$ cat src/hw/ihu_cfg.svh
`ifndef IHU_CFG_SVH
`define IHU_CFG_SVH

// Clocking
`define IHU_CLK_HZ        32'h05F5_E100
`define IHU_US_DIV        32'h000F_4240
`define IHU_MS_DIV        32'h0000_03E8
`define IHU_DEV_CLK_HZ    32'h0070_8000
`define IHU_TICK_DIV      32'h0000_0030
`define IHU_TICK_HZ       (`IHU_DEV_CLK_HZ / `IHU_TICK_DIV)

// Start-up and link timing
`define IHU_PWRT_US       32'h0001_1940
`define IHU_OSC_START_US  32'h0000_008B
`define IHU_LINK_TMO_MS   32'h0000_0BB8

// Character framing in bit ticks and data bits
`define IHU_TICK_LAST     4'hF
`define IHU_TICK_MID      4'h7
`define IHU_BIT_LAST      3'h7

// Buffers
`define IHU_HOST_DEPTH    5'h1D
`define IHU_HOST_PTR_LAST 5'h1C
`define IHU_CTS_OFF_LEVEL 5'h17
`define IHU_IR_DEPTH      7'h40

// Register byte offsets
`define IHU_OFF_CTRL      12'h000
`define IHU_OFF_STATUS    12'h004
`define IHU_OFF_REMOTE    12'h008
`define IHU_OFF_LEVELS    12'h00C
`define IHU_OFF_IRDATA    12'h010
`define IHU_OFF_HOSTDATA  12'h014

// Field positions
`define IHU_ST_READY      0
`define IHU_ST_CTS        1
`define IHU_ST_DSR        2
`define IHU_ST_RTS        3
`define IHU_ST_TX_BUSY    4
`define IHU_ST_RX_BUSY    5
`define IHU_ST_HOST_OVF   6
`define IHU_ST_LINK_TMO   7
`define IHU_ST_PENDING    8
`define IHU_RM_CD         0
`define IHU_RM_RI         1
`define IHU_RM_DTR        2
`define IHU_LV_IR_LSB     8
`define IHU_DATA_FLAG     8

`endif

$ cat src/hw/ihu_pkg.sv
package ihu_pkg;
   typedef enum logic [1:0] {IHU_BOOT_PWRUP, IHU_BOOT_OSC_START, IHU_BOOT_RUN} ihu_boot_type;
   typedef enum logic [1:0] {IHU_TX_IDLE, IHU_TX_START, IHU_TX_DATA, IHU_TX_STOP} ihu_tx_type;
   typedef enum logic [1:0] {IHU_RX_IDLE, IHU_RX_START, IHU_RX_DATA, IHU_RX_STOP} ihu_rx_type;
   typedef enum logic [1:0] {
      IHU_NORMAL_DISCONNECT_STATE,
      IHU_DISCOVERY_STATE,
      IHU_NORMAL_RESPONSE_STATE,
      IHU_LOW_POWER_STATE
   } ihu_handler_type;
endpackage : ihu_pkg

$ cat src/hw/ihu_buffer_mem.sv
`timescale 1ns/1ps
module ihu_buffer_mem #(
   parameter int DEPTH = 29,
   parameter int AW    = 5
) (
   // Clock
   input  wire logic          clk,
   // Write side
   input  wire logic          wr_en,
   input  wire logic [AW-1:0] wr_addr,
   input  wire logic [7:0]    wr_data,
   // Read side
   input  wire logic [AW-1:0] rd_addr,
   output logic      [7:0]    rd_data
);
   logic [7:0] store [DEPTH];

   always_ff @(posedge clk) begin
      if (wr_en) begin
         store[wr_addr] <= wr_data;
      end
   end

   // Registered read: head data lags a pointer move by one cycle
   always_ff @(posedge clk) begin
      rd_data <= store[rd_addr];
   end
endmodule : ihu_buffer_mem

$ cat src/hw/ihu_tick_gen.sv
`timescale 1ns/1ps
`include "ihu_cfg.svh"
module ihu_tick_gen (
   // Clock and reset
   input  wire logic clk,
   input  wire logic reset_n,
   // Tick out
   output logic      bit_tick
);
   logic [31:0] acc;
   logic [31:0] next_acc;

   // Fractional accumulator keeps the long-term tick rate exact at 100 MHz
   always_comb begin
      next_acc = acc + `IHU_TICK_HZ;
   end

   always_ff @(posedge clk) begin
      if (!reset_n) begin
         acc      <= 32'h0000_0000;
         bit_tick <= 1'b0;
      end else if (next_acc >= `IHU_CLK_HZ) begin
         acc      <= next_acc - `IHU_CLK_HZ;
         bit_tick <= 1'b1;
      end else begin
         acc      <= next_acc;
         bit_tick <= 1'b0;
      end
   end
endmodule : ihu_tick_gen

$ cat src/hw/ihu_host_uart.sv
// The APB interface to the registers and the address map are this design's own decisions.
`timescale 1ns/1ps
`include "ihu_cfg.svh"
module ihu_host_uart
   import ihu_pkg::*;
#(
   parameter int unsigned PWRUP_CYCLES        = `IHU_PWRT_US * (`IHU_CLK_HZ / `IHU_US_DIV),
   parameter int unsigned OSC_START_CYCLES    = `IHU_OSC_START_US * (`IHU_CLK_HZ / `IHU_US_DIV),
   parameter int unsigned LINK_TIMEOUT_CYCLES = `IHU_LINK_TMO_MS * (`IHU_CLK_HZ / `IHU_MS_DIV)
) (
   // Clock and reset
   input  wire logic        clk,
   input  wire logic        reset_n,
   // APB slave
   input  wire logic        psel,
   input  wire logic        penable,
   input  wire logic        pwrite,
   input  wire logic [11:0] paddr,
   input  wire logic [31:0] pwdata,
   output logic      [31:0] prdata,
   output logic             pready,
   output logic             pslverr,
   // Host serial port
   input  wire logic        host_txd,
   output logic             host_rxd,
   // Host modem lines
   input  wire logic        rts_n,
   output logic             cts_n,
   input  wire logic        dtr_n,
   output logic             dsr_n,
   input  wire logic        cd_n,
   input  wire logic        ri_n,
   // Protocol handler status
   output logic             handler_active
);
   localparam int TICK_LO = int'(`IHU_CLK_HZ / `IHU_TICK_HZ);

   ihu_boot_type    boot;
   logic [31:0]     boot_cnt;
   logic            ready;
   logic            bit_tick;
   ihu_handler_type hstate;
   logic            acc;
   logic            done;
   logic [31:0]     rd_value;
   logic            err_value;
   logic            ir_push;
   logic            host_pop;
   logic            st_clear;
   logic [5:0]      ir_wr_ptr;
   logic [5:0]      ir_rd_ptr;
   logic [6:0]      ir_count;
   logic [7:0]      ir_rdata;
   logic            ir_head_ok;
   logic            pkt_pending;
   logic [4:0]      host_wr_ptr;
   logic [4:0]      host_rd_ptr;
   logic [4:0]      host_count;
   logic [7:0]      host_rdata;
   logic            host_head_ok;
   logic            host_push;
   logic            host_drop;
   logic [31:0]     tmo_cnt;
   logic            link_timeout;
   logic            host_ovf;
   logic            link_tmo_flag;
   ihu_tx_type      tx_state;
   logic [3:0]      tx_tick;
   logic [2:0]      tx_bit;
   logic [7:0]      tx_shift;
   logic            tx_go;
   ihu_rx_type      rx_state;
   logic [3:0]      rx_tick;
   logic [2:0]      rx_bit;
   logic [7:0]      rx_shift;

   // Start-up: power-up delay, then oscillator start-up delay
   always_ff @(posedge clk) begin
      if (!reset_n) begin
         boot     <= IHU_BOOT_PWRUP;
         boot_cnt <= 32'h0000_0000;
      end else begin
         case (boot)
            IHU_BOOT_PWRUP: begin
               if (boot_cnt >= PWRUP_CYCLES - 1) begin
                  boot     <= IHU_BOOT_OSC_START;
                  boot_cnt <= 32'h0000_0000;
               end else begin
                  boot_cnt <= boot_cnt + 32'h0000_0001;
               end
            end
            IHU_BOOT_OSC_START: begin
               if (boot_cnt >= OSC_START_CYCLES - 1) begin
                  boot     <= IHU_BOOT_RUN;
                  boot_cnt <= 32'h0000_0000;
               end else begin
                  boot_cnt <= boot_cnt + 32'h0000_0001;
               end
            end
            default: boot <= IHU_BOOT_RUN;
         endcase
      end
   end

   assign ready = (boot == IHU_BOOT_RUN);

   ihu_tick_gen u_tick (
      .clk      (clk),
      .reset_n  (reset_n),
      .bit_tick (bit_tick)
   );

   // APB: one wait state, so every answer comes from a flop
   assign acc  = psel & penable;
   assign done = acc & pready;

   always_comb begin
      rd_value  = 32'h0000_0000;
      err_value = 1'b0;
      case (paddr)
         `IHU_OFF_CTRL: rd_value[1:0] = hstate;
         `IHU_OFF_STATUS: begin
            rd_value[`IHU_ST_READY]    = ready;
            rd_value[`IHU_ST_CTS]      = cts_n;
            rd_value[`IHU_ST_DSR]      = dsr_n;
            rd_value[`IHU_ST_RTS]      = rts_n;
            rd_value[`IHU_ST_TX_BUSY]  = (tx_state != IHU_TX_IDLE);
            rd_value[`IHU_ST_RX_BUSY]  = (rx_state != IHU_RX_IDLE);
            rd_value[`IHU_ST_HOST_OVF] = host_ovf;
            rd_value[`IHU_ST_LINK_TMO] = link_tmo_flag;
            rd_value[`IHU_ST_PENDING]  = pkt_pending;
         end
         `IHU_OFF_REMOTE: begin
            rd_value[`IHU_RM_CD]  = cd_n;
            rd_value[`IHU_RM_RI]  = ri_n;
            rd_value[`IHU_RM_DTR] = dtr_n;
         end
         `IHU_OFF_LEVELS: begin
            rd_value[4:0]                = host_count;
            rd_value[`IHU_LV_IR_LSB +: 7] = ir_count;
         end
         `IHU_OFF_IRDATA: err_value = pwrite & (~ready | (ir_count == `IHU_IR_DEPTH));
         `IHU_OFF_HOSTDATA: begin
            rd_value[7:0]            = host_rdata;
            rd_value[`IHU_DATA_FLAG] = host_head_ok;
         end
         default: err_value = 1'b1;
      endcase
   end

   always_ff @(posedge clk) begin
      if (!reset_n) begin
         pready  <= 1'b0;
         prdata  <= 32'h0000_0000;
         pslverr <= 1'b0;
      end else begin
         pready <= acc & ~pready;
         if (acc & ~pready) begin
            prdata  <= pwrite ? 32'h0000_0000 : rd_value;
            pslverr <= err_value;
         end
      end
   end

   assign ir_push  = done & pwrite & (paddr == `IHU_OFF_IRDATA) & ~pslverr;
   assign host_pop = done & ~pwrite & (paddr == `IHU_OFF_HOSTDATA) & prdata[`IHU_DATA_FLAG];
   assign st_clear = done & pwrite & (paddr == `IHU_OFF_STATUS);

   // Handler state: software sets it, a link timeout forces disconnect
   always_ff @(posedge clk) begin
      if (!reset_n) begin
         hstate <= IHU_NORMAL_DISCONNECT_STATE;
      end else if (link_timeout) begin
         hstate <= IHU_NORMAL_DISCONNECT_STATE;
      end else if (done & pwrite & (paddr == `IHU_OFF_CTRL)) begin
         hstate <= ihu_handler_type'(pwdata[1:0]);
      end
   end

   always_ff @(posedge clk) begin
      if (!reset_n) begin
         dsr_n          <= 1'b1;
         handler_active <= 1'b0;
      end else begin
         dsr_n          <= (hstate != IHU_NORMAL_RESPONSE_STATE);
         handler_active <= (hstate == IHU_DISCOVERY_STATE) |
                           (hstate == IHU_NORMAL_RESPONSE_STATE);
      end
   end

   // Infrared-side buffer, filled by software, drained toward the host
   ihu_buffer_mem #(.DEPTH(64), .AW(6)) u_ir_mem (
      .clk     (clk),
      .wr_en   (ir_push),
      .wr_addr (ir_wr_ptr),
      .wr_data (pwdata[7:0]),
      .rd_addr (ir_rd_ptr),
      .rd_data (ir_rdata)
   );

   always_ff @(posedge clk) begin
      if (!reset_n) begin
         ir_wr_ptr  <= 6'h00;
         ir_rd_ptr  <= 6'h00;
         ir_count   <= 7'h00;
         ir_head_ok <= 1'b0;
      end else if (link_timeout) begin
         ir_rd_ptr  <= ir_wr_ptr;
         ir_count   <= 7'h00;
         ir_head_ok <= 1'b0;
      end else begin
         if (ir_push) begin
            ir_wr_ptr <= ir_wr_ptr + 6'h01;
         end
         if (tx_go) begin
            ir_rd_ptr <= ir_rd_ptr + 6'h01;
         end
         ir_count   <= ir_count + {6'h00, ir_push} - {6'h00, tx_go};
         // Registered read needs one cycle after any pointer or count move
         ir_head_ok <= (ir_count != 7'h00) & ~tx_go;
      end
   end

   always_ff @(posedge clk) begin
      if (!reset_n) begin
         pkt_pending <= 1'b0;
      end else if (link_timeout) begin
         // A byte pushed in the flush cycle is dropped, so it must not mark a packet
         pkt_pending <= 1'b0;
      end else if (ir_push & pwdata[`IHU_DATA_FLAG]) begin
         pkt_pending <= 1'b1;
      end else if (ir_count == 7'h00) begin
         pkt_pending <= 1'b0;
      end
   end

   // Link timeout while the host holds off a received packet
   always_ff @(posedge clk) begin
      if (!reset_n) begin
         tmo_cnt <= 32'h0000_0000;
      end else if (pkt_pending & rts_n & ~link_timeout) begin
         tmo_cnt <= tmo_cnt + 32'h0000_0001;
      end else begin
         tmo_cnt <= 32'h0000_0000;
      end
   end

   assign link_timeout = pkt_pending & rts_n & (tmo_cnt >= LINK_TIMEOUT_CYCLES - 1);

   // Host-side buffer, filled by the receiver, emptied by software
   ihu_buffer_mem #(.DEPTH(29), .AW(5)) u_host_mem (
      .clk     (clk),
      .wr_en   (host_push),
      .wr_addr (host_wr_ptr),
      .wr_data (rx_shift),
      .rd_addr (host_rd_ptr),
      .rd_data (host_rdata)
   );

   assign host_push = (rx_state == IHU_RX_STOP) & host_txd & (host_count != `IHU_HOST_DEPTH);
   assign host_drop = (rx_state == IHU_RX_STOP) & host_txd & (host_count == `IHU_HOST_DEPTH);

   always_ff @(posedge clk) begin
      if (!reset_n) begin
         host_wr_ptr  <= 5'h00;
         host_rd_ptr  <= 5'h00;
         host_count   <= 5'h00;
         host_head_ok <= 1'b0;
      end else begin
         if (host_push) begin
            host_wr_ptr <= (host_wr_ptr == `IHU_HOST_PTR_LAST) ? 5'h00 : host_wr_ptr + 5'h01;
         end
         if (host_pop) begin
            host_rd_ptr <= (host_rd_ptr == `IHU_HOST_PTR_LAST) ? 5'h00 : host_rd_ptr + 5'h01;
         end
         host_count   <= host_count + {4'h0, host_push} - {4'h0, host_pop};
         host_head_ok <= (host_count != 5'h00) & ~host_pop;
      end
   end

   // Hysteresis stops cts_n chattering around the threshold
   always_ff @(posedge clk) begin
      if (!reset_n) begin
         cts_n <= 1'b1;
      end else if (~ready | (host_count >= `IHU_CTS_OFF_LEVEL)) begin
         cts_n <= 1'b1;
      end else if (host_count == 5'h00) begin
         cts_n <= 1'b0;
      end
   end

   // Sticky status; a new event wins over a clear in the same cycle
   always_ff @(posedge clk) begin
      if (!reset_n) begin
         host_ovf      <= 1'b0;
         link_tmo_flag <= 1'b0;
      end else begin
         host_ovf      <= host_drop | (host_ovf & ~(st_clear & pwdata[`IHU_ST_HOST_OVF]));
         link_tmo_flag <= link_timeout | (link_tmo_flag & ~(st_clear & pwdata[`IHU_ST_LINK_TMO]));
      end
   end

   // Transmitter toward the host; starts only while the receiver is idle
   assign tx_go = ready & bit_tick & (tx_state == IHU_TX_IDLE) & (rx_state == IHU_RX_IDLE) &
                  pkt_pending & ir_head_ok & ~rts_n & ~link_timeout;

   always_ff @(posedge clk) begin
      if (!reset_n) begin
         tx_state <= IHU_TX_IDLE;
         tx_tick  <= 4'h0;
         tx_bit   <= 3'h0;
         tx_shift <= 8'h00;
         host_rxd <= 1'b1;
      end else begin
         case (tx_state)
            IHU_TX_IDLE: begin
               host_rxd <= 1'b1;
               if (tx_go) begin
                  tx_state <= IHU_TX_START;
                  tx_shift <= ir_rdata;
                  tx_tick  <= 4'h0;
                  host_rxd <= 1'b0;
               end
            end
            IHU_TX_START: begin
               if (bit_tick) begin
                  tx_tick <= tx_tick + 4'h1;
                  if (tx_tick == `IHU_TICK_LAST) begin
                     tx_state <= IHU_TX_DATA;
                     tx_bit   <= 3'h0;
                     host_rxd <= tx_shift[0];
                  end
               end
            end
            IHU_TX_DATA: begin
               if (bit_tick) begin
                  tx_tick <= tx_tick + 4'h1;
                  if (tx_tick == `IHU_TICK_LAST) begin
                     if (tx_bit == `IHU_BIT_LAST) begin
                        tx_state <= IHU_TX_STOP;
                        host_rxd <= 1'b1;
                     end else begin
                        tx_bit   <= tx_bit + 3'h1;
                        tx_shift <= {1'b0, tx_shift[7:1]};
                        host_rxd <= tx_shift[1];
                     end
                  end
               end
            end
            IHU_TX_STOP: begin
               if (bit_tick) begin
                  tx_tick <= tx_tick + 4'h1;
                  if (tx_tick == `IHU_TICK_LAST) begin
                     tx_state <= IHU_TX_IDLE;
                  end
               end
            end
            default: tx_state <= IHU_TX_IDLE;
         endcase
      end
   end

   // Receiver from the host; the stop bit is not timed, only awaited
   always_ff @(posedge clk) begin
      if (!reset_n) begin
         rx_state <= IHU_RX_IDLE;
         rx_tick  <= 4'h0;
         rx_bit   <= 3'h0;
         rx_shift <= 8'h00;
      end else begin
         case (rx_state)
            IHU_RX_IDLE: begin
               if (ready & bit_tick & ~host_txd & (tx_state == IHU_TX_IDLE) & ~tx_go) begin
                  rx_state <= IHU_RX_START;
                  rx_tick  <= 4'h0;
               end
            end
            IHU_RX_START: begin
               if (bit_tick) begin
                  rx_tick <= rx_tick + 4'h1;
                  if (rx_tick == `IHU_TICK_MID) begin
                     rx_state <= host_txd ? IHU_RX_IDLE : IHU_RX_DATA;
                     rx_tick  <= 4'h0;
                     rx_bit   <= 3'h0;
                  end
               end
            end
            IHU_RX_DATA: begin
               if (bit_tick) begin
                  rx_tick <= rx_tick + 4'h1;
                  if (rx_tick == `IHU_TICK_LAST) begin
                     rx_shift <= {host_txd, rx_shift[7:1]};
                     rx_bit   <= rx_bit + 3'h1;
                     if (rx_bit == `IHU_BIT_LAST) begin
                        rx_state <= IHU_RX_STOP;
                     end
                  end
               end
            end
            IHU_RX_STOP: begin
               if (host_txd) begin
                  rx_state <= IHU_RX_IDLE;
               end
            end
            default: rx_state <= IHU_RX_IDLE;
         endcase
      end
   end

   // Helper for tick spacing
   logic [15:0] tick_gap;
   logic        tick_seen;

   always_ff @(posedge clk) begin
      if (!reset_n) begin
         tick_gap  <= 16'h0001;
         tick_seen <= 1'b0;
      end else begin
         tick_gap  <= bit_tick ? 16'h0001 : tick_gap + 16'h0001;
         tick_seen <= tick_seen | bit_tick;
      end
   end
endmodule : ihu_host_uart

$ cat config.mk
export PLATFORM = sky130hd
export DESIGN_NAME = ihu_host_uart
export DESIGN_NICKNAME = d
export VERILOG_FILES = /design/src/hw/ihu_pkg.sv /design/src/hw/ihu_buffer_mem.sv /design/src/hw/ihu_tick_gen.sv /design/src/hw/ihu_host_uart.sv
export VERILOG_INCLUDE_DIRS = /design/src /design/src/hw
export SDC_FILE = /design/constraint.sdc
export NUM_CORES = 1
export LEC_CHECK = 0
export ABC_CLOCK_PERIOD_IN_PS = 3150
export BUFFER_PORTS_ARGS = -buffer_cell sky130_fd_sc_hd__buf_2
export CORE_MARGIN = 2
export CORE_UTILIZATION = 56
export DETAILED_ROUTE_END_ITERATION = 10
export PLACE_DENSITY = 0.75
export SYNTH_ARGS = -nofsm -noshare
export SYNTH_HDL_FRONTEND = slang
export SYNTH_HIERARCHICAL = 1
export SYNTH_SLANG_ARGS = --single-unit
$ cat constraint.sdc
create_clock -name clk -period 3.15 [get_ports clk]
set_input_delay 0.4725 -clock clk [delete_from_list [all_inputs] [get_ports clk]]
set_output_delay 0.4725 -clock clk [all_outputs]
set_load 0.03 [all_outputs]
==> results of run 1 <==
[metrics by stage]
step                util (%)  setup slack [ps]  instances
floorplan                  -             171.9       2654
global placement       59.63             43.25       3671
detailed placement     59.63            -38.99       3671
CTS                    64.18             27.40       3848
global route           64.28            -4.738       3848
finish                 64.28             149.8       3848
[repair_timing]
item	4_1_cts	5_1_grt
resized for setup	0	17
buffers inserted	0	0
setup endpoints to repair	0	18
[per-layer routing]
| metal | up-vias | share of wire, % |
|---|---|---|
| met5 | - | 0 |
| met1 | 12089 | 41 |
| met2 | 1094 | 49 |
| li1 | 10544 | - |
| met4 | 0 | 2.4 |
| met3 | 151 | 7.5 |
[path summary, 6_finish.rpt]
path / endpoint / cells past startpoint / from
worst max register to register: u_tick/acc[14]$_SDFF_PN0_ / 12 / u_tick/acc[12]$_SDFF_PN0_
worst min-delay path: pkt_pending$_SDFFE_PP0P_ / 3 / pwdata[8]
worst max-delay path: u_tick/acc[14]$_SDFF_PN0_ / 12 / u_tick/acc[12]$_SDFF_PN0_
worst min register to register: prdata[0]$_SDFFE_PN0P_ / 2 / prdata[0]$_SDFFE_PN0P_
[where the power goes]
| part | switching [W] | internal, W |
|---|---|---|
| sequential | 0.000227 | 0.0136 |
| clock | 0.00470 | 0.00659 |
| combinational | 0.00118 | 0.000776 |
| total | 0.00611 | 0.0210 |
[critical path: stages, from the launching register on]
cell,delay [ps]
dfxtp_4,370
inv_1,120
ha_4,180
or3b_1,360
a21oi_1,200
o211ai_1,140
a211oi_2,260
and2_4,190
a311oi_4,120
buf_4,190
a211o_1,290
or3_1,330
a21oi_2,170
[logic make-up after synthesis]
| kind of cell | count (synthesis) | share of synthesized area [%] |
|---|---|---|
| AOI/OAI and AO/OA | 304 | 5.255 |
| xor gates and xnor gates | 110 | 2.416 |
| adders and majority gates | 52 | 1.669 |
| buffers and inverters | 201 | 2.736 |
| DFF | 947 | 66.21 |
| muxes | 271 | 12.21 |
| other | 1 | 0.009402 |
| and+or+nand+nor | 749 | 9.499 |
[cells in the mapped netlist, drive strengths merged, types with 6 or more instances]
master	n	area (um^2)
nor2	247	929.7
clkbuf	61	230.2
o22ai	10	62.56
a221oi	14	122.6
nor3	82	420.4
dfxtp	203	4064
a31oi	9	56.30
buf	87	661.9
ha	50	625.6
nand4b	8	70.07
nor4	20	131.4
edfxtp	744	22340
and3	23	143.9
a21oi	74	392.9
a311oi	10	105.1
or3b	6	52.55
o21ai	61	309.0
nand2	120	450.4
o221ai	8	70.07
nand3	68	340.3
inv	53	198.9
nand2b	25	163.9
o2111ai	8	76.32
nor2b	29	181.4
mux2	34	382.9
mux4	166	3776
nand3b	15	112.6
nand4	35	225.2
and2	16	102.6
xor2	43	376.6
or4	11	91.34
a22oi	34	255.2
or3	12	76.33
and4	8	71.32
xnor2	67	586.8
o21bai	6	45.04
mux2i	71	710.7
a211oi	17	132.6
[registers in the layout, indices dropped and copies added, names as in the netlist, 2 cells and up, named ones only]
| register | cells |
|---|---|
| u_tick/acc | 24 |
| u_host_mem/rd_data | 8 |
| hstate | 2 |
| u_host_mem/store | 232 |
| rx_bit | 3 |
| prdata | 15 |
| host_count | 5 |
| boot | 2 |
| ir_count | 7 |
| boot_cnt | 32 |
| tx_tick | 4 |
| host_wr_ptr | 5 |
| rx_tick | 4 |
| tx_state | 2 |
| rx_shift | 8 |
| tx_bit | 3 |
| tx_shift | 8 |
| u_ir_mem/rd_data | 8 |
| tmo_cnt | 32 |
| u_ir_mem/store | 512 |
| ir_wr_ptr | 6 |
| host_rd_ptr | 5 |
| ir_rd_ptr | 6 |
[cell type report]
type                       instances  area share, %
sequential                       947          58.51
multi-input combinational       1506          27.75
clock buffer                     128          6.033
timing repair buffer             225          3.623
tap                              940          2.604
clock inverter                    49          1.041
inverter                          53         0.4404
[cells in the final DEF (no fill, tap or decap), types with 71 or more instances in the layout]
master	Yosys	layout
edfxtp_1	744	744
nor2_1	246	246
dfxtp_1	203	192
buf_4	35	168
mux4_2	156	156
nand2_1	120	120
clkbuf_16	0	97
nor3_1	80	80
mux2i_1	71	71
==> results.cfg, run 1 <==
[place]
dpl-instance-area_um2 = 41900
dpl.hpwl_um = 56300
io_buffers = 51
routabilityCongestion = 0.8759

[synth]
synth.ff_latch_count = 947
syn-cell-area_um2 = 39880
syn_inst = 2635
synth_cell_types = 101
synth-edff-count = 744
synthFlopType = edfxtp_1
yosys_warnings = 6
syn_area_per_cell_um2 = 15.14
async_reset_ff_share_pct = 0
ys_seq_area_share_pct = 66.21

[timing]
whs_ps = 116.4
finalSetupTns_ps = 0
skew_ps = 47.72
worstMarginPinSlew_ps = 1269
fin_crit_sh_pct = 95.24
fin_crit_ps = 3000
fmax_ghz = 0.3333
hold_violations = 0
maxSlewHeadroom_pct = 15.30
setup_violations = 0
drv_slew = 0

[outcome]
outcome = finished clean

[drt]
drt.antenna.violating_nets = 0
viasPerCell = 6.205
drc = 0
vias = 23878
drtIter0Drc = 2731
wl_per_cell_um = 23.25
routed_wl_um = 89450
drt_first_pass_iters = 6

[clock_network]
cts.sinks = 947
clock_path_buffers = 3
cts_root_buffer = clkbuf_16
h-tree-depth = 3
path_clk_slew_ps = 60
cts_hold_buffers = 0
cts_buffers = 94
cts_tree = done
clock_latency_ps = 660

[die]
die_h_um = 270.9
coreArea_um2 = 70270
num_rows = 97
start_util_pct = 56.76
io_pins = 92
dieArea_um2 = 73370
dieWidth_um = 270.9

[power_and_ir_drop]
power_density_nw_per_um2 = 599.1
p_leak_nw = 14.66
total_power_w = 0.02706
peakVddDrop_mv = 0.6150

[worst_setup_path]
crit_arrival_ps = 3570
cp-end-kind = flip-flop
critPathMaxFanout = 7
crit_path_start_kind = flip-flop
crit_type = flip-flop to flip-flop
worst_ep_required_time_ps = 3720
r2r_slack_ps = 150

[final_layout]
seqCellArea_um2 = 26430
diodes = 0
design_area_um2 = 45170
final_net_count = 2933
area_growth_pct = 13.26
drive_gt1_share_pct = 21.53
fillers = 4678
multi_input_area_um2 = 12530

[global_routing]
grtUsageTotal_pct = 24.41
grtUsageMet3_pct = 3.621
grt_pass1_wl_um = 138300
grt_overflow = 0
first_global_vias = 23815
use_met2_pct = 40.53
grt_max_degree = 70
grt_antenna_before_repair = 0
grt_most_used_layer = met2
use_met1_pct = 33.93

[flow_run]
max-cap-violations = 0

[min_path]
hp-class = input pin to flip-flop
Power figures use the tool's default switching activity.
==> run 2, diff against run 1 <==
Settings changed: GPL_ROUTABILITY_DRIVEN from default to 0, GPL_TIMING_DRIVEN from default to 0.
==> run 2 against run 1 <==
Net effect: the run now ends with setup timing left; routed wire length rose by 3.5%; maximum frequency fell by 12%; count of clock-buffer cells in the layout did not move; largest cell class unchanged.
==> results.cfg, run 2 (synthesis results as in run 1) <==
[power_and_ir_drop]
p_leak_nw = 14.28
combPwrFrac_pct = 7.7
switching_share_pct = 22.71
p_clk_share_pct = 41.1
seq_power_share_pct = 51.2
p_int_w = 0.02084
peakVddDrop_mv = 0.5309
p_switching_w = 0.006124
power_density_nw_per_um2 = 598.8
total_power_w = 0.02697

[final_layout]
final_common_cell = edfxtp_1
design_area_um2 = 45030
final_net_count = 2922
drive_gt1_share_pct = 20.10
fillers = 4856
reg_top3 = u_ir_mem/store: 512 flops, u_host_mem/store: 232 flops
largest_reg_flops = 512
fin_cells = 3835
final_cell_mix = edfxtp_1, nor2_1, dfxtp_1, mux4_2, nand2_1
top_register = u_ir_mem/store
area_growth_pct = 12.92
diodes = 0

[drt]
drc = 0
wl_per_cell_um = 24.14
vias = 24113
viasPerCell = 6.288
drtIter0Drc = 2688
routed_wl_um = 92570
drt_first_pass_iters = 6
drt.antenna.violating_nets = 0

[die]
start_util_pct = 56.76
dieArea_um2 = 73370
num_rows = 97
io_pins = 92
coreArea_um2 = 70270
die_h_um = 270.9
dieWidth_um = 270.9

[timing]
rsz0062_at_grt = true
fin_crit_sh_pct = 107.8
fin_crit_ps = 3396
setup_violations = 292
finalSetupTns_ps = -31970
fin_ws_ps = -246.0
skew_ps = 48.47
whs_ps = 108.7
worstMarginPinSlew_ps = 1294
fmax_ghz = 0.2945
hold_violations = 0
maxSlewHeadroom_pct = 13.60
drv_slew = 0

[global_routing]
grtUsageTotal_pct = 25.01
first_global_vias = 23804
grt_antenna_before_repair = 2
grt_max_degree = 66
grt_overflow = 0
grt_pass1_wl_um = 139800

[outcome]
violations = setup timing
outcome = finished, violations left

[worst_setup_path]
r2r-start = pready$_SDFF_PN0_
critPathMaxFanout = 10
r2r_slack_ps = -10
cp-end-kind = flip-flop
crit_path_start_kind = input pin
crit_type = input pin to flip-flop
worst_ep_required_time_ps = 3440
r2r-end = u_ir_mem/store[11][5]$_DFFE_PP_
r2r_cells = 5
crit_arrival_ps = 3680

[place]
dpl.hpwl_um = 59270
placed_cells = 3644
dpl-instance-area_um2 = 41390
io_buffers = 50

[min_path]
worstHoldStart = host_txd
min_to = host_ovf$_SDFF_PN0_
hp-class = input pin to flip-flop
whs_path_depth = 2

[clock_network]
cts_tree = done
path_clk_slew_ps = 60
h-tree-depth = 3
cts_root_buffer = clkbuf_16
cts.sinks = 947
clock_latency_ps = 670
clock_path_buffers = 3
cts_buffers = 96

[flow_run]
max-cap-violations = 0
run 2: power by group through the flow:
| stage | Sequential (W) | Combinational, W | Clock (W) |
|---|---|---|---|
| after detailed placement | 0.0140 | 0.00188 | 0 |
| after global placement | 0.0140 | 0.00180 | 0 |
| after global routing | 0.0138 | 0.00229 | 0.0117 |
| final | 0.0138 | 0.00208 | 0.0111 |
| after floorplan | 0.0140 | 0.00140 | 0 |
| after CTS | 0.0138 | 0.00196 | 0.0113 |
run 2: worst max-delay path: stages:
cell	delay, ps
buf_2	90
nor4_1	390
nand3_1	410
nor3_1	300
nor4bb_4	310
buf_12	180
nand3_1	570
nor2_1	940
run 2: through the flow:
stage | setup slack (ps) | utilization [%]
global placement | -1309 | 58.90
detailed placement | -1497 | 58.90
CTS | 0.05951 | 63.66
floorplan | 171.9 | -
global route | -219.8 | 64.09
finish | -246.0 | 64.09
run 2: worst max path at each step:
stage | startpoint | endpoint | slack, ps | cells past startpoint
2_1_floorplan | paddr[9] | u_ir_mem/store[62][0]$_DFFE_PP_ | 170 | 7
3_3_place_gp | paddr[9] | u_ir_mem/store[15][5]$_DFFE_PP_ | -1310 | 7
3_5_place_dp | paddr[9] | u_ir_mem/store[47][5]$_DFFE_PP_ | -1500 | 7
4_1_cts | tx_state[1]$_SDFFE_PN0P_ | ir_count[6]$_SDFF_PP0_ | 0.06 | 14
5_1_grt | paddr[9] | u_ir_mem/store[20][2]$_DFFE_PP_ | -220 | 9
6_report | paddr[9] | u_ir_mem/store[11][5]$_DFFE_PP_ | -250 | 8
run 2: repair_timing:
| item | CTS | global route |
|---|---|---|
| endpoints found under the setup margin | 570 | 406 |
| gates resized for setup | 60 | 55 |
| buffers inserted | 7 | 10 |
| pin swaps | 3 | 7 |
| hold buffers | 0 | 0 |
| endpoints found under the hold margin | 0 | 0 |
run 2: metal layers:
| layer | GRT usage [%] | vias to the layer above | part of all wire, % |
|---|---|---|---|
| met5 | 0 | - | 0.023 |
| met4 | 9.901 | 4 | 3.9 |
| met3 | 4.455 | 233 | 8.8 |
| met2 | 39.79 | 1203 | 47 |
| met1 | 34.55 | 12114 | 40 |
| li1 | - | 10559 | - |
run 2: area by class of cell:
class / count / area (um^2) / area share (%)
sequential: 947 / 26420 / 58.66
multi-input combinational: 1506 / 12860 / 28.56
clock buffer: 128 / 2564 / 5.693
tap: 940 / 1176 / 2.612
buffer: 146 / 892.1 / 1.981
clock inverter: 49 / 535.5 / 1.189
timing repair buffer: 66 / 382.9 / 0.8502
inverter: 53 / 202.7 / 0.4501
==> run 3, diff against run 2 <==
Settings changed: PLACE_DENSITY 0.75 to 0.78.
==> run 3 against run 2 <==
Net effect: the flow still finishes with violations (setup timing); sequential share of layout area decreased by 0.28 points; setup slack improved by 29 ps; routed wire length grew 4.4%; clock power up 4%; combinational power up 6%; final area grew 0.47%; global-route usage increased by 1.2 points; largest cell class unchanged; total power grew 2.0%.
==> results.cfg, run 3 (synthesis results as in run 1) <==
[outcome]
outcome = finished, violations left
violations = setup timing

[final_layout]
fillers = 4651
seqCellArea_um2 = 26420
drive_gt1_share_pct = 21.04
area_growth_pct = 13.45
multi_input_area_um2 = 12970
largest_reg_flops = 512
final_cell_mix = edfxtp_1, dfxtp_1, nor2_1, mux4_2, nand2_1
diodes = 0
final_common_cell = edfxtp_1
final_net_count = 2919
fin_cells = 3834
reg_top3 = u_ir_mem/store: 512 flops, u_host_mem/store: 232 flops
top_register = u_ir_mem/store

[timing]
drv_slew = 0
fin_crit_sh_pct = 106.9
skew_ps = 34.60
setup_violations = 133
maxSlewHeadroom_pct = 10.33
fmax_ghz = 0.2970
worstMarginPinSlew_ps = 1345
rsz0062_at_grt = true
fin_ws_ps = -216.6
fin_crit_ps = 3367
hold_violations = 0

[die]
num_rows = 97
die_h_um = 270.9
dieArea_um2 = 73370
coreArea_um2 = 70270
dieWidth_um = 270.9
io_pins = 92
start_util_pct = 56.76

[place]
dpl.hpwl_um = 60940
pre_cts_ws_ps = -1423
placed_cells = 3644
io_buffers = 50

[global_routing]
grtUsageTotal_pct = 26.18
first_global_vias = 24504
grt_pass1_wl_um = 146300
grt_antenna_before_repair = 1
grt_max_degree = 66
grt_overflow = 0

[clock_network]
cts_root_buffer = clkbuf_16
path_clk_slew_ps = 60
cts_hold_buffers = 0
cts_buffers = 94
h-tree-depth = 3
clock_latency_ps = 650
cts.sinks = 947
clock_path_buffers = 3
cts_tree = done

[worst_setup_path]
crit_family = simple AND/OR/NAND/NOR gates
crit_arrival_ps = 3650
r2r_slack_ps = -90
crit_path_start = paddr[9]
cp_cell_sequence = buf_2 > nor4_1 > nand3_1 > nor3_1 > nor4bb_4 > buf_4 > nor2b_1 > nand2_1 > nor2_4
critPathMaxFanout = 10
r2r-start = pready$_SDFF_PN0_
max_stage_delay_ps = 730
r2r_cells = 6
crit_type = input pin to flip-flop
cp.depth = 9
critPathSlowestCell = nand2_1
crit_path_start_kind = input pin
cp-end-kind = flip-flop
worst_ep_required_time_ps = 3430
cp_num_buf_inv = 2

[drt]
drc = 0
routed_wl_um = 96600
wl_per_cell_um = 25.20
drt.antenna.violating_nets = 0
viasPerCell = 6.440
drtIter0Drc = 3036
drt_first_pass_iters = 6
vias = 24692

[min_path]
hp-class = input pin to flip-flop
whs_path_depth = 2
worstHoldStart = host_txd

[power_and_ir_drop]
power_density_nw_per_um2 = 608.1
total_power_w = 0.02751
p_leak_nw = 14.33
peakVddDrop_mv = 0.4465

[flow_run]
max-cap-violations = 0
run 3: cell types whose count changed in the layout (fill, tap and decap cells not counted), sizes merged:
cell / delta
buf: -3
clkbuf: -5
bufinv: +5
clkinv: +1
clkinvlp: +1
run 3: metal layers:
layer | GRT usage (%) | routed length [um]
met5 | 0 | 0
met3 | 6.222 | 10000
met4 | 10.37 | 3372
met2 | 42.11 | 46490
met1 | 34.67 | 36740
run 3: cell type report:
cell class,count,share of cell area (%)
flip-flops and latches,947,58.38
multi-input cells,1506,28.66
clock buffers,121,5.613
well taps,940,2.599
plain buffers,145,1.983
clock inverters,56,1.474
repair buffers,66,0.8406
inverters,53,0.4480
run 3: worst reg2reg max path: cells and delay by family (launching register included):
family	cells	cell delay, ps
buf+inv	1	220
flops	1	380
simple gates	5	2260
run 3: through the flow:
step | util, % | TNS (ps) | cell area [um^2] | hold WS [ps]
2_1_floorplan | - | 0 | 39960 | 425.9
3_3_place_gp | 58.90 | -566600 | 41390 | 433.0
3_5_place_dp | 58.90 | -623540 | 41390 | 445.6
4_1_cts | 63.98 | 0 | 44960 | 102.3
5_1_grt | 64.39 | -47290 | 45250 | 123.2
6_report | 64.39 | -14770 | 45250 | 126.6
run 3: worst paths after layout:
path,endpoint
max,u_ir_mem/store[40][3]$_DFFE_PP_
min,host_ovf$_SDFF_PN0_
max reg2reg,u_ir_mem/store[40][3]$_DFFE_PP_
min reg2reg,prdata[1]$_SDFFE_PN0P_
run 3: repair_timing:
item,in CTS,in global routing
resized for setup,88,58
gates cloned,0,1
pin swaps,4,6
endpoints found under the setup margin,607,416
buffers inserted,9,6
run 3: where the power goes:
| group | total [W] | switching (W) | internal (W) |
|---|---|---|---|
| logic | 0.00221 | 0.00132 | 0.000885 |
| registers | 0.0138 | 0.000191 | 0.0136 |
| clock network | 0.0115 | 0.00472 | 0.00680 |
